===== src/logic/ssef_map.vh =====
// Register map, field positions, reset values and encodings of the socket
// event flag and state block. Assumes byte addresses on a 32-bit AXI4-Lite bus.
`ifndef SSEF_MAP_VH
`define SSEF_MAP_VH

// ----------------------------------------------------------------------------
// Register byte offsets
// ----------------------------------------------------------------------------
`define SSEF_ADDR_W          12
`define SSEF_OFS_COMMAND     12'h200
`define SSEF_OFS_EVENT_MASK  12'h204
`define SSEF_OFS_STATE       12'h208
`define SSEF_OFS_EVENT_FLAGS 12'h20c
`define SSEF_OFS_PROTOCOL    12'h210
`define SSEF_OFS_SUMMARY     12'h214

// ----------------------------------------------------------------------------
// Event flag bit positions
// ----------------------------------------------------------------------------
`define SSEF_BIT_SESSION_OPTION 7
`define SSEF_BIT_SESSION_FAIL   6
`define SSEF_BIT_SESSION_NEXT   5
`define SSEF_BIT_SEND_DONE      4
`define SSEF_BIT_TIMEOUT        3
`define SSEF_BIT_RX             2
`define SSEF_BIT_PEER_PEER_DISCONNECT_FLAG    1
`define SSEF_BIT_CONNECTED      0

// Summary register: bit 0 summary (read only), bit 1 global mask
`define SSEF_BIT_SUMMARY     0
`define SSEF_BIT_GLOBAL_MASK 1

// ----------------------------------------------------------------------------
// Reset values
// ----------------------------------------------------------------------------
`define SSEF_RST_EVENT_MASK  8'hff
`define SSEF_RST_EVENT_FLAGS 8'h00
`define SSEF_RST_STATE       8'h00
`define SSEF_RST_PROTOCOL    4'h0
`define SSEF_RST_GLOBAL_MASK 1'b0

// ----------------------------------------------------------------------------
// Socket state codes
// ----------------------------------------------------------------------------
`define SSEF_ST_RELEASED     8'h00
`define SSEF_ST_INITIALISED  8'h13
`define SSEF_ST_LISTENING    8'h14
`define SSEF_ST_CONNECTED    8'h17
`define SSEF_ST_HALF_CLOSED  8'h1c
`define SSEF_ST_DATAGRAM     8'h22
`define SSEF_ST_RAW_NETWORK  8'h32
`define SSEF_ST_RAW_LINK     8'h42
`define SSEF_ST_SESSION_TUN  8'h5f

// ----------------------------------------------------------------------------
// Command codes and protocol field values
// ----------------------------------------------------------------------------
`define SSEF_CMD_OPEN    8'h01
`define SSEF_CMD_LISTEN  8'h02
`define SSEF_CMD_CONNECT 8'h04
`define SSEF_CMD_PEER_DISCONNECT_FLAG  8'h08
`define SSEF_CMD_CLOSE   8'h10
`define SSEF_CMD_SEND    8'h20
`define SSEF_CMD_RX_FLAG    8'h40

`define SSEF_PROTO_TCP     4'h1
`define SSEF_PROTO_UDP     4'h2
`define SSEF_PROTO_IPRAW   4'h3
`define SSEF_PROTO_MACRAW  4'h4
`define SSEF_PROTO_SESSION 4'h5

// AXI responses
`define SSEF_RESP_OKAY   2'h0
`define SSEF_RESP_SLVERR 2'h2

`endif


===== src/logic/ssef_socket_flags.v =====
// One socket's event flags, event mask, state code and summary bit,
// reached over AXI4-Lite. Assumes protocol engines pulse the event inputs
// for one cycle and act on the request pulses this block gives out.
`include "ssef_map.vh"

module ssef_socket_flags #(
  parameter SOCKET_INDEX = 0
) (
  input  wire        aclk,
  input  wire        aresetn,
  input  wire [11:0] s_axi_awaddr,
  input  wire        s_axi_awvalid,
  output reg         s_axi_awready,
  input  wire [31:0] s_axi_wdata,
  input  wire [3:0]  s_axi_wstrb,
  input  wire        s_axi_wvalid,
  output reg         s_axi_wready,
  output reg  [1:0]  s_axi_bresp,
  output reg         s_axi_bvalid,
  input  wire        s_axi_bready,
  input  wire [11:0] s_axi_araddr,
  input  wire        s_axi_arvalid,
  output reg         s_axi_arready,
  output reg  [31:0] s_axi_rdata,
  output reg  [1:0]  s_axi_rresp,
  output reg         s_axi_rvalid,
  input  wire        s_axi_rready,
  input  wire        ev_session_option,
  input  wire        ev_session_fail,
  input  wire        ev_session_next,
  input  wire        ev_send_done,
  input  wire        ev_arp_timeout,
  input  wire        ev_tcp_timeout,
  input  wire        ev_rx_packet,
  input  wire        ev_peer_fin,
  input  wire        ev_connected,
  output reg         send_req,
  output reg         rx_flag_req,
  output reg         connect_req,
  output reg         disconnect_req,
  output reg         irq_n
);

  // --------------------------------------------------------------------------
  // Address decode and state selection
  // --------------------------------------------------------------------------
  localparam [2:0] REG_NONE     = 3'h0;
  localparam [2:0] REG_COMMAND  = 3'h1;
  localparam [2:0] REG_MASK     = 3'h2;
  localparam [2:0] REG_STATE    = 3'h3;
  localparam [2:0] REG_FLAGS    = 3'h4;
  localparam [2:0] REG_PROTOCOL = 3'h5;
  localparam [2:0] REG_SUMMARY  = 3'h6;

  localparam IS_SOCKET_ZERO = (SOCKET_INDEX == 0);

  function [2:0] reg_decode;
    input [11:0] addr;
    begin
      case ({addr[11:2], 2'b00})
        `SSEF_OFS_COMMAND:     reg_decode = REG_COMMAND;
        `SSEF_OFS_EVENT_MASK:  reg_decode = REG_MASK;
        `SSEF_OFS_STATE:       reg_decode = REG_STATE;
        `SSEF_OFS_EVENT_FLAGS: reg_decode = REG_FLAGS;
        `SSEF_OFS_PROTOCOL:    reg_decode = REG_PROTOCOL;
        `SSEF_OFS_SUMMARY:     reg_decode = REG_SUMMARY;
        default:               reg_decode = REG_NONE;
      endcase
    end
  endfunction

  // State entered by an open command; released when the mode is unusable
  function [7:0] open_state;
    input [3:0] proto;
    begin
      case (proto)
        `SSEF_PROTO_TCP:     open_state = `SSEF_ST_INITIALISED;
        `SSEF_PROTO_UDP:     open_state = `SSEF_ST_DATAGRAM;
        `SSEF_PROTO_IPRAW:   open_state = `SSEF_ST_RAW_NETWORK;
        `SSEF_PROTO_MACRAW:  open_state = IS_SOCKET_ZERO ? `SSEF_ST_RAW_LINK
                                                         : `SSEF_ST_RELEASED;
        `SSEF_PROTO_SESSION: open_state = IS_SOCKET_ZERO ? `SSEF_ST_SESSION_TUN
                                                         : `SSEF_ST_RELEASED;
        default:             open_state = `SSEF_ST_RELEASED;
      endcase
    end
  endfunction

  // --------------------------------------------------------------------------
  // Storage
  // --------------------------------------------------------------------------
  reg  [7:0]  event_mask;
  reg  [7:0]  event_flags;
  reg  [7:0]  socket_state;
  reg  [3:0]  protocol_field;
  reg         global_mask;
  reg         summary;
  reg         aw_held;
  reg         w_held;
  reg  [11:0] aw_addr;
  reg  [31:0] w_data;
  reg  [3:0]  w_strb;

  wire        aw_take = s_axi_awvalid & s_axi_awready;
  wire        w_take  = s_axi_wvalid & s_axi_wready;
  wire        wr_fire = aw_held & w_held & ~s_axi_bvalid;
  wire        ar_take = s_axi_arvalid & s_axi_arready;
  wire [2:0]  wr_reg  = reg_decode(aw_addr);
  wire        wr_lo   = wr_fire & w_strb[0];
  wire [7:0]  cmd     = wr_lo & (wr_reg == REG_COMMAND) ? w_data[7:0] : 8'h00;
  wire        next_aw_held = wr_fire ? 1'b0 : (aw_held | aw_take);
  wire        next_w_held  = wr_fire ? 1'b0 : (w_held | w_take);
  wire        next_rvalid  = ar_take | (s_axi_rvalid & ~s_axi_rready);

  // --------------------------------------------------------------------------
  // AXI4-Lite write channel
  // --------------------------------------------------------------------------
  always @(posedge aclk) begin
    if (!aresetn) begin
      aw_held       <= 1'b0;
      w_held        <= 1'b0;
      aw_addr       <= 12'h000;
      w_data        <= 32'h0000_0000;
      w_strb        <= 4'h0;
      s_axi_awready <= 1'b0;
      s_axi_wready  <= 1'b0;
      s_axi_bvalid  <= 1'b0;
      s_axi_bresp   <= `SSEF_RESP_OKAY;
    end else begin
      aw_held       <= next_aw_held;
      w_held        <= next_w_held;
      s_axi_awready <= ~next_aw_held;
      s_axi_wready  <= ~next_w_held;
      if (aw_take) begin
        aw_addr <= s_axi_awaddr;
      end
      if (w_take) begin
        w_data <= s_axi_wdata;
        w_strb <= s_axi_wstrb;
      end
      if (wr_fire) begin
        s_axi_bvalid <= 1'b1;
        s_axi_bresp  <= (wr_reg == REG_NONE) ? `SSEF_RESP_SLVERR : `SSEF_RESP_OKAY;
      end else if (s_axi_bready) begin
        s_axi_bvalid <= 1'b0;
      end
    end
  end

  // --------------------------------------------------------------------------
  // AXI4-Lite read channel
  // --------------------------------------------------------------------------
  always @(posedge aclk) begin
    if (!aresetn) begin
      s_axi_arready <= 1'b0;
      s_axi_rvalid  <= 1'b0;
      s_axi_rdata   <= 32'h0000_0000;
      s_axi_rresp   <= `SSEF_RESP_OKAY;
    end else begin
      s_axi_rvalid  <= next_rvalid;
      s_axi_arready <= ~next_rvalid;
      if (ar_take) begin
        s_axi_rresp <= `SSEF_RESP_OKAY;
        case (reg_decode(s_axi_araddr))
          REG_MASK:     s_axi_rdata <= {24'h000000, event_mask};
          REG_STATE:    s_axi_rdata <= {24'h000000, socket_state};
          REG_FLAGS:    s_axi_rdata <= {24'h000000, event_flags};
          REG_PROTOCOL: s_axi_rdata <= {28'h0000000, protocol_field};
          REG_SUMMARY:  s_axi_rdata <= {30'h0, global_mask, summary};
          REG_COMMAND:  s_axi_rdata <= 32'h0000_0000;
          default: begin
            s_axi_rdata <= 32'h0000_0000;
            s_axi_rresp <= `SSEF_RESP_SLVERR;
          end
        endcase
      end
    end
  end

  // --------------------------------------------------------------------------
  // Configuration registers
  // --------------------------------------------------------------------------
  always @(posedge aclk) begin
    if (!aresetn) begin
      event_mask     <= `SSEF_RST_EVENT_MASK;
      protocol_field <= `SSEF_RST_PROTOCOL;
      global_mask    <= `SSEF_RST_GLOBAL_MASK;
    end else begin
      if (wr_lo && wr_reg == REG_MASK) begin
        event_mask <= w_data[7:0];
      end
      if (wr_lo && wr_reg == REG_PROTOCOL) begin
        protocol_field <= w_data[3:0];
      end
      if (wr_lo && wr_reg == REG_SUMMARY) begin
        global_mask <= w_data[`SSEF_BIT_GLOBAL_MASK];
      end
    end
  end

  // --------------------------------------------------------------------------
  // Event flags, summary and interrupt
  // --------------------------------------------------------------------------
  reg [7:0] raw_events;
  reg [7:0] clear_bits;
  reg [7:0] next_flags;

  always @* begin
    raw_events = 8'h00;
    raw_events[`SSEF_BIT_SESSION_OPTION] = ev_session_option;
    raw_events[`SSEF_BIT_SESSION_FAIL]   = ev_session_fail;
    raw_events[`SSEF_BIT_SESSION_NEXT]   = ev_session_next;
    raw_events[`SSEF_BIT_SEND_DONE]      = ev_send_done;
    raw_events[`SSEF_BIT_TIMEOUT]        = ev_arp_timeout | ev_tcp_timeout;
    raw_events[`SSEF_BIT_RX]             = ev_rx_packet;
    raw_events[`SSEF_BIT_PEER_PEER_DISCONNECT_FLAG]    = ev_peer_fin;
    raw_events[`SSEF_BIT_CONNECTED]      = ev_connected;
    clear_bits = (wr_lo && wr_reg == REG_FLAGS) ? w_data[7:0] : 8'h00;
    next_flags = (event_flags & ~clear_bits) | (raw_events & event_mask);
  end

  always @(posedge aclk) begin
    if (!aresetn) begin
      event_flags <= `SSEF_RST_EVENT_FLAGS;
      summary     <= 1'b0;
      irq_n       <= 1'b1;
    end else begin
      event_flags <= next_flags;
      summary     <= |next_flags;
      irq_n       <= ~((|next_flags) & global_mask);
    end
  end

  // --------------------------------------------------------------------------
  // Socket state machine and engine requests
  // --------------------------------------------------------------------------
  reg [7:0] next_state;
  wire      can_transfer = (socket_state == `SSEF_ST_CONNECTED)
                         | (socket_state == `SSEF_ST_HALF_CLOSED)
                         | (socket_state == `SSEF_ST_DATAGRAM)
                         | (socket_state == `SSEF_ST_RAW_NETWORK)
                         | (socket_state == `SSEF_ST_RAW_LINK);

  always @* begin
    next_state = socket_state;
    if (cmd == `SSEF_CMD_PEER_DISCONNECT_FLAG || cmd == `SSEF_CMD_CLOSE ||
        ev_arp_timeout || ev_tcp_timeout) begin
      next_state = `SSEF_ST_RELEASED;
    end else begin
      case (socket_state)
        `SSEF_ST_RELEASED: begin
          if (cmd == `SSEF_CMD_OPEN) begin
            next_state = open_state(protocol_field);
          end
        end
        `SSEF_ST_INITIALISED: begin
          if (cmd == `SSEF_CMD_LISTEN) begin
            next_state = `SSEF_ST_LISTENING;
          end else if (ev_connected) begin
            next_state = `SSEF_ST_CONNECTED;
          end
        end
        `SSEF_ST_LISTENING: begin
          if (ev_connected) begin
            next_state = `SSEF_ST_CONNECTED;
          end
        end
        `SSEF_ST_CONNECTED: begin
          if (ev_peer_fin) begin
            next_state = `SSEF_ST_HALF_CLOSED;
          end
        end
        default: begin
          next_state = socket_state;
        end
      endcase
    end
  end

  always @(posedge aclk) begin
    if (!aresetn) begin
      socket_state   <= `SSEF_RST_STATE;
      send_req       <= 1'b0;
      rx_flag_req       <= 1'b0;
      connect_req    <= 1'b0;
      disconnect_req <= 1'b0;
    end else begin
      socket_state   <= next_state;
      send_req       <= (cmd == `SSEF_CMD_SEND) & can_transfer;
      rx_flag_req       <= (cmd == `SSEF_CMD_RX_FLAG) & can_transfer;
      connect_req    <= (cmd == `SSEF_CMD_CONNECT)
                      & (socket_state == `SSEF_ST_INITIALISED);
      disconnect_req <= (cmd == `SSEF_CMD_PEER_DISCONNECT_FLAG)
                      & ((socket_state == `SSEF_ST_CONNECTED)
                       | (socket_state == `SSEF_ST_HALF_CLOSED));
    end
  end

endmodule


===== config.mk =====
export PLATFORM = sky130hd
export DESIGN_NAME = ssef_socket_flags
export DESIGN_NICKNAME = d
export VERILOG_FILES = /design/src/logic/ssef_socket_flags.v
export VERILOG_INCLUDE_DIRS = /design/src /design/src/logic
export SDC_FILE = /design/constraint.sdc
export NUM_CORES = 1
export LEC_CHECK = 0
export BUFFER_PORTS_ARGS = -buffer_cell sky130_fd_sc_hd__buf_2
export CAP_MARGIN = 20
export CELL_PAD_IN_SITES_DETAIL_PLACEMENT = 0
export CELL_PAD_IN_SITES_GLOBAL_PLACEMENT = 1
export CORE_ASPECT_RATIO = 1.75
export CORE_MARGIN = 5
export CORE_UTILIZATION = 36
export CTS_CLUSTER_DIAMETER = 120
export DETAILED_ROUTE_END_ITERATION = 8
export HOLD_SLACK_MARGIN = 0.05
export MAX_ROUTING_LAYER = met4
export PLACE_DENSITY_LB_ADDON = 0.1
export RECOVER_POWER = 25
export SLEW_MARGIN = 20
export SYNTH_ARGS = -nofsm -noshare
export SYNTH_HDL_FRONTEND = slang
export SYNTH_SLANG_ARGS = --single-unit

===== constraint.sdc =====
create_clock -name aclk -period 2.7 [get_ports aclk]
set_input_delay 0.27 -clock aclk [delete_from_list [all_inputs] [get_ports aclk]]
set_output_delay 0.27 -clock aclk [all_outputs]
set_load 0.02 [all_outputs]

Word level (Yosys, flattened, before mapping)
Cells that the tools add are included.
W data, S select, Z words.
{"block": "word_totals", "register_bits": 99, "inputBits": 76, "output_inout_bits": 46, "word_cells": 134}
{"block": "classes", "n_eq_ne": 44, "mux": 19, "n_bitwise": 32, "n_reduce_logical": 15}
{"op": "$eq A10 B8 Y1 const B", "count": 12}
{"op": "$mux W8", "count": 6}
{"op": "$eq A8 B5 Y1 const B", "count": 5}
{"op": "$pmux W8 S5", "count": 1}
{"op": "$pmux W3 S6", "count": 2}
{"op": "$pmux W7 S5", "count": 1}
{"op": "$pmux W8 S4", "count": 1}
{"op": "$eq A8 B6 Y1 const B", "count": 3}
{"op": "$eq A3 B3 Y1 const B", "count": 6}
{"op": "$and A8 B8 Y8", "count": 2}
{"op": "$eq A8 B7 Y1 const B", "count": 2}
{"op": "$and A1 B1 Y1", "count": 13}
{"op": "$eq A3 B2 Y1 const B", "count": 3}
{"op": "$eq A4 B2 Y1 const B", "count": 2}
{"op": "$eq A4 B3 Y1 const B", "count": 2}
{"op": "$eq A8 B1 Y1 const B", "count": 1}
{"op": "$eq A8 B2 Y1 const B", "count": 1}
{"op": "$eq A8 B3 Y1 const B", "count": 1}
{"op": "$eq A8 B4 Y1 const B", "count": 1}
{"op": "$logic_not A8 Y1", "count": 1}
{"op": "$not A8 Y8", "count": 1}
{"op": "$or A1 B1 Y1", "count": 8}
{"op": "$or A8 B8 Y8", "count": 1}
{"op": "$reduce_or A8 Y1", "count": 1}
{"op": "other kinds (15)", "count": 33}

Longest topological paths before layout
Gate-level depths: netlist of the first run.
{"block": "logic_depth", "ltp_word": 11, "mapped_depth": 7, "ltp_nobuf": 5}

Least setup slack after synthesis of the first run
OpenSTA, ideal clock, no wires.
{"block": "synth_path", "path_kind": "register to register", "start": "register socket_state[0]", "end": "register socket_state[1]", "setup_ns": 0.127, "arrival_time_ns": 1.756, "t_required_ns": 2.573, "path_slack_ns": 0.817, "stages_incl_launch_ff": 7, "path_buffers": 1, "synth_period_minus_slack_ns": 1.883, "path_cell_list": "dfxtp_1 -> clkbuf_1 -> or3b_2 -> a211oi_4 -> a2111oi_0 -> a311oi_1 -> a211oi_1"}
{"block": "synth_via", "elab_chain_len": 3, "word_cells_on_any_way": 9, "classes_between": "5 x eq/ne; 1 x mux; 3 x reduce/logical"}
{"element": "start: declaration", "line": "ssef_socket_flags.v:94", "rtl": "reg [7:0] socket_state;"}
{"element": "start signal: assignment", "line": "ssef_socket_flags.v:282", "rtl": "socket_state <= `SSEF_RST_STATE;"}
{"element": "start signal: assignment", "line": "ssef_socket_flags.v:288", "rtl": "socket_state <= next_state;"}
{"element": "$eq A8 B5 Y1 / $logic_not A8 Y1 (equally long branches)"}
{"element": "$reduce_bool A4 Y1 (no source line) / $ne A2 B2 Y1 (equally long branches)"}
{"element": "$reduce_and A3 Y1 (no source line)"}
Several ways; a longest one is shown, not always the timed one.
A chain may end at the register's enable or synchronous reset.

Worst setup path after layout of the first run
{"block": "layout_path", "start": "register socket_state[5]", "end": "register socket_state[1]"}
The elaborated chain is that of the path after synthesis.

==> results_dict.tcl, run 1 <==
set metrics [dict create \
    status "complete, no violations" \
    h-tree-depth 3 \
    preCtsSetupSlack_ps 419 \
    crit_required_ps 2910 \
    ioPinCount 122 \
    grt_max_degree 45 \
    track_usage_pct 18.0 \
    wl_per_cell_um 16.9 \
    drt_iter0_drc 149 \
    synth_edf_count 0 \
    hold_viol 0 \
    drc 0 \
    firstDrtPassIters 4 \
    async_flop_share_pct 0 \
    postCtsSetupBuffers 0 \
    start_kind "register" \
    antenna_cells 0 \
    ys_ff_latch 71 \
    post_drt_via_cell_ratio 5.11 \
    grtUsageMet2_pct 33.0 \
    endpoint_kind "register" \
    synth-warning-count 0 \
    place_congestion 0.842 \
    met1_usage_pct 17.8 \
    syn_area_per_cell_um2 8.28 \
    clk_latency_ps 330 \
    postCtsHoldBufs 0 \
    fin_nets 568 \
    layout_setup_ws_ps 401 \
    post-route-period-util_pct 85.2 \
    yosysMostFrequentCell "nand2_1" \
    vdd_drop_max_mv 0.309 \
    die_area_um2 12200 \
    cts-root-buf "clkbuf_16" \
    synthesis.instances 434 \
    num_vias 3173 \
    hold_class "input pin to register" \
    cts_sinks 71 \
    synth_top_cell_by_area "dfxtp_1" \
    finClkSkew_ps 5.04 \
    finalSetupTns_ps 0 \
    ys_seq_area_share_pct 39.6 \
    post-dp-hpwl_mm 8.10 \
    std_cell_rows 48 \
    grt_setup_unrepaired "false" \
    area_growth_pct 16.5 \
    maxCapViolations 0 \
    clock.fmax_mhz 435 \
    tritoncts "built" \
    cts_buffer_depth 2 \
    drive_gt1_share_pct 20.6 \
    relSlewSlack_pct 49.0 \
    register_area_um2 1420 \
    cp_data_arrival_time_ps 2510 \
    crit_type "register to register" \
    synth_area_um2 3590 \
    fillers 1095 \
    yosys_most_used_dff "dfxtp_1" \
    yosysTopAreaCellShare_pct 39.6 \
    synth_common_cells "nand2_1 (82), dfxtp_1 (71), a21oi_1 (38)" \
    die_h_um 142 \
    coreArea_um2 9850 \
    worst_pin_slew_ps 754 \
    drv_slew 0 \
    drt_wl_total_mm 10.5 \
    synth_cell_types 63 \
    grt_busiest_layer "met2" \
    setup_viol 0 \
    multiInputGateArea_um2 1920 \
    grt_overflow 0 \
    port_buffers 64 \
    cts_inserted_buffers 9 \
    period_minus_slack_ps 2300 \
    crit_fanout 7 \
    grt_pass1_vias 3201 \
    path_clk_slew_ps 60 \
    p_total_mw 2.43 \
    grtUsageMet3_pct 2.90 \
    powerDensity_nw_per_um2 580 \
    initial_core_util_pct 36.5 \
    yosys-top-cells-area "dfxtp_1 (40%), nand2_1 (8.6%), buf_4 (5.4%), a21oi_1 (5.3%), mux2i_1 (4.7%)" \
    die_w_um 85.5 \
    cts-resized-gates 0 \
    grt_first_pass_wirelength_mm 16.3 \
    drtAntennaViolNets 0 \
    antenna_found_initial 0 \
    leakage_nw 1.70 \
]
-- per-stage QoR --
step,hold WS [ps],utilization [%],instances,cell area [um2]
after floorplan,367,-,459,3690
after global placement,387,39.9,606,3930
after detailed placement,386,39.9,606,3930
after CTS,164,42.6,621,4190
after global routing,178,42.5,621,4190
final,174,42.5,621,4190
-- kinds of logic (layout without fill, tap and decap cells) --
logic type                count (synthesis)  in the layout  synth area share, %
muxes                                    24             24                 6.93
and+or+nand+nor                         192            192                 28.1
other                                     1             26                0.104
buffers and inverters                    60             97                 9.37
xor gates and xnor gates                  1              1                0.244
AOI/OAI and AO/OA                        85             85                 15.7
DFF                                      71             71                 39.6
-- sequential cells by signal (all words and copies together), names as in the netlist, 4 cells and up --
| name | flops |
|---|---|
| event_flags | 8 |
| s_axi_rdata | 8 |
| socket_state | 8 |
| aw_addr | 10 |
| protocol_field | 4 |
| w_data | 8 |
| event_mask | 8 |
-- worst max-delay path, cell delays in order, from the launching register on --
cell	delay [ps]
dfxtp_1	360
or4b_1	740
a211oi_4	470
a2111oi_0	170
a311oi_1	330
a211oi_1	110
-- placed cells by master (no fill, tap or decap), types with 4 or more instances in the layout --
| master | instances |
|---|---|
| nand2_1 | 82 |
| dfxtp_1 | 71 |
| buf_2 | 61 |
| a21oi_1 | 38 |
| nor2_1 | 37 |
| conb_1 | 26 |
| mux2i_1 | 17 |
| nand2b_1 | 9 |
| clkbuf_16 | 9 |
| buf_4 | 9 |
| inv_1 | 8 |
| nor3_1 | 8 |
| nor4_1 | 7 |
| nor2b_1 | 6 |
| a22oi_1 | 6 |
| nand4_1 | 5 |
| o22ai_1 | 5 |
| mux2_2 | 5 |
| a211oi_1 | 5 |
| a2bb2oi_1 | 5 |
| and4b_1 | 4 |
| o21ai_0 | 4 |
| clkbuf_1 | 4 |
-- metal layers --
metal / wire [um] / up-vias / share of wire [%]
li1: - / 1588 / -
met1: 3950 / 1493 / 38
met2: 5810 / 66 / 55
met3: 349 / 26 / 3.3
met4: 386 / 0 / 3.7
met5: 0 / - / 0
-- worst paths after layout --
check                  startpoint         endpoint  slack (ps)  cells past startpoint
setup / recovery  socket_state[5]  socket_state[1]         400                      5
hold / removal     s_axi_wdata[4]        w_data[4]         170                      3
setup reg to reg  socket_state[5]  socket_state[1]         400                      5
hold reg to reg       global_mask            irq_n         400                      1
-- report_power, final --
| part | internal, mW | leakage, nW | switching [mW] | total, mW |
|---|---|---|---|---|
| combinational | 0.0880 | 0.993 | 0.152 | 0.240 |
| sequential | 1.08 | 0.579 | 0.0339 | 1.11 |
| clock | 0.636 | 0.131 | 0.434 | 1.07 |
-- area by class of cell --
class                   count  area share (%)
multi-input cells         328            46.0
flip-flops and latches     71            34.0
repair buffers             73            9.18
clock buffers              11            5.80
well taps                 125            3.74
inverters                   9           0.807
clock inverters             4           0.538
(Power assumes the default switching activity.)
==> run 2: changes to the inputs <==
Settings changed: CELL_PAD_IN_SITES_DETAIL_PLACEMENT 0 to 2, CELL_PAD_IN_SITES_GLOBAL_PLACEMENT 1 to 2, CORE_UTILIZATION 36 to 28.
==> run 2 against run 1 <==
Clock skew increased by 4.2 ps. Via count increased by 4.0%. Clock power increased by 14%. Sequential power about the same. Combinational power increased by 7%. First-iteration DRC count decreased by 49%. Sequential share of layout area decreased by 0.92 points. Die area increased by 26%. Worst setup slack improved by 59 ps. Utilization decreased by 8.3 points. Global-route usage increased by 0.22 points. Sequential cell count unchanged.
==> results_dict.tcl, run 2 (same netlist as run 1, synthesis figures left out) <==
set metrics [dict create \
    wl_per_cell_um 19.0 \
    r2r-start "aw_addr[2]" \
    hp-start "s_axi_awaddr[6]" \
    cts_buffer_depth 2 \
    whs_endpoint "aw_addr[6]" \
    grt_setup_unrepaired "false" \
    largest_register_ffs 10 \
    final_area_um2 4300 \
    place_congestion 0.828 \
    cts_sinks 71 \
    coreArea_um2 12600 \
    h-tree-depth 3 \
    die_w_um 95.6 \
    crit_type "register to register" \
    cp_data_arrival_time_ps 2450 \
    crit_required_ps 2910 \
    period_minus_slack_ps 2240 \
    drv_slew 0 \
    num_vias 3301 \
    post-dp-hpwl_mm 9.90 \
    path_clk_slew_ps 60 \
    vdd_drop_max_mv 0.382 \
    cts-resized-gates 0 \
    firstDrtPassIters 4 \
    port_buffers 64 \
    final_cell_mix "nand2_1 (82), dfxtp_1 (71), buf_2 (59)" \
    hold_class "input pin to register" \
    clock.fmax_mhz 446 \
    std_cell_rows 54 \
    worstReg2RegEnd "socket_state[0]" \
    endpoint_kind "register" \
    max_stage_delay_ps 670 \
    post-route-period-util_pct 83.0 \
    finClkSkew_ps 9.21 \
    fillers 1522 \
    crit_fanout 6 \
    placed_area_um2 4010 \
    layout_setup_ws_ps 460 \
    setup_viol 0 \
    r2r_slack_ps 460 \
    antenna_cells 0 \
    preCtsSetupSlack_ps 466 \
    initial_core_util_pct 28.6 \
    r2r_cells 5 \
    die_h_um 160 \
    powerDensity_nw_per_um2 602 \
    layout_commonest_cell "nand2_1" \
    holdPathStages 3 \
    cts-root-buf "clkbuf_16" \
    clk_latency_ps 340 \
    drive_gt1_share_pct 20.4 \
    status "complete, no violations" \
    post_drt_via_cell_ratio 4.93 \
    antenna_found_initial 0 \
    leakage_nw 1.73 \
    hold_viol 0 \
    area_growth_pct 19.7 \
    start_kind "register" \
    worst_pin_slew_ps 1020 \
    ioPinCount 122 \
    drtAntennaViolNets 0 \
    drc 0 \
    drt_wl_total_mm 12.7 \
    postCtsSetupBuffers 0 \
    drt_iter0_drc 76 \
    cts_inserted_buffers 9 \
    postCtsHoldBufs 0 \
    grt_pass1_vias 3737 \
    grt_first_pass_wirelength_mm 20.5 \
    fin_nets 572 \
    grt_overflow 0 \
    crit_chain "or4b_1 -> nor4_1 -> a21boi_1 -> a311oi_1 -> a211oi_1" \
    finalSetupTns_ps 0 \
    top_register "aw_addr" \
    crit_path_top_delay_cell "or4b_1" \
    die_area_um2 15300 \
    tritoncts "built" \
    maxCapViolations 0 \
    relSlewSlack_pct 32.1 \
    grt_max_degree 45 \
    track_usage_pct 18.2 \
]
==> run 2: cell count changes in the layout (fill, tap and decap cells not counted), moves of 2 or more <==
| cell | change |
|---|---|
| and2_0 | -2 |
| and2_1 | +2 |
| buf_2 | -2 |
| buf_4 | +3 |
| clkbuf_1 | +4 |
| clkinv_2 | -3 |
==> run 2: power by group <==
group          internal (mW)  switching [mW]
logic                 0.0895           0.168
registers               1.08          0.0332
clock network          0.769           0.449
total                   1.94           0.649
==> run 2: worst max path at each step <==
| stage | startpoint | slack (ps) | depth (start not counted) | endpoint |
|---|---|---|---|---|
| 3_3_place_gp | socket_state[5] | 490 | 5 | socket_state[1] |
| 5_1_grt | socket_state[5] | 300 | 5 | socket_state[1] |
| 2_1_floorplan | socket_state[0] | 820 | 6 | socket_state[1] |
| 4_1_cts | socket_state[5] | 450 | 5 | socket_state[1] |
| 3_5_place_dp | socket_state[5] | 470 | 5 | socket_state[1] |
| 6_report | aw_addr[2] | 460 | 5 | socket_state[0] |
==> run 2: metrics by stage <==
stage	cells	hold WS (ps)	power [mW]	util (%)
4_1_cts	669	160	2.64	34.3
2_1_floorplan	459	367	1.32	-
3_3_place_gp	653	390	1.39	31.9
3_5_place_dp	653	387	1.40	31.9
5_1_grt	669	172	2.70	34.2
6_report	669	170	2.59	34.2
==> run 2: worst max-delay path, delay by kind of cell, from the launching register on <==
kind / cells / cell delay [ps]
simple gates: 2 / 1110
compound gates: 3 / 650
flops: 1 / 350
==> run 2: metal layers <==
| layer | track usage (%) | vias to the layer above | part of all wire (%) |
|---|---|---|---|
| met3 | 2.35 | 26 | 1.9 |
| met4 | 8.55 | 0 | 3.5 |
| met1 | 18.5 | 1623 | 38 |
| met2 | 33.2 | 59 | 57 |
| li1 | - | 1593 | - |
| met5 | - | - | 0 |
==> run 2: area by class of cell <==
class                   count  area (um2)  area share, %
multi-input cells         328        1920           44.7
flip-flops and latches     71        1420           33.0
repair buffers             77         409           9.51
clock buffers              14         264           6.14
well taps                 168         210           4.89
clock inverters             2        38.8          0.902
inverters                   9        33.8          0.785
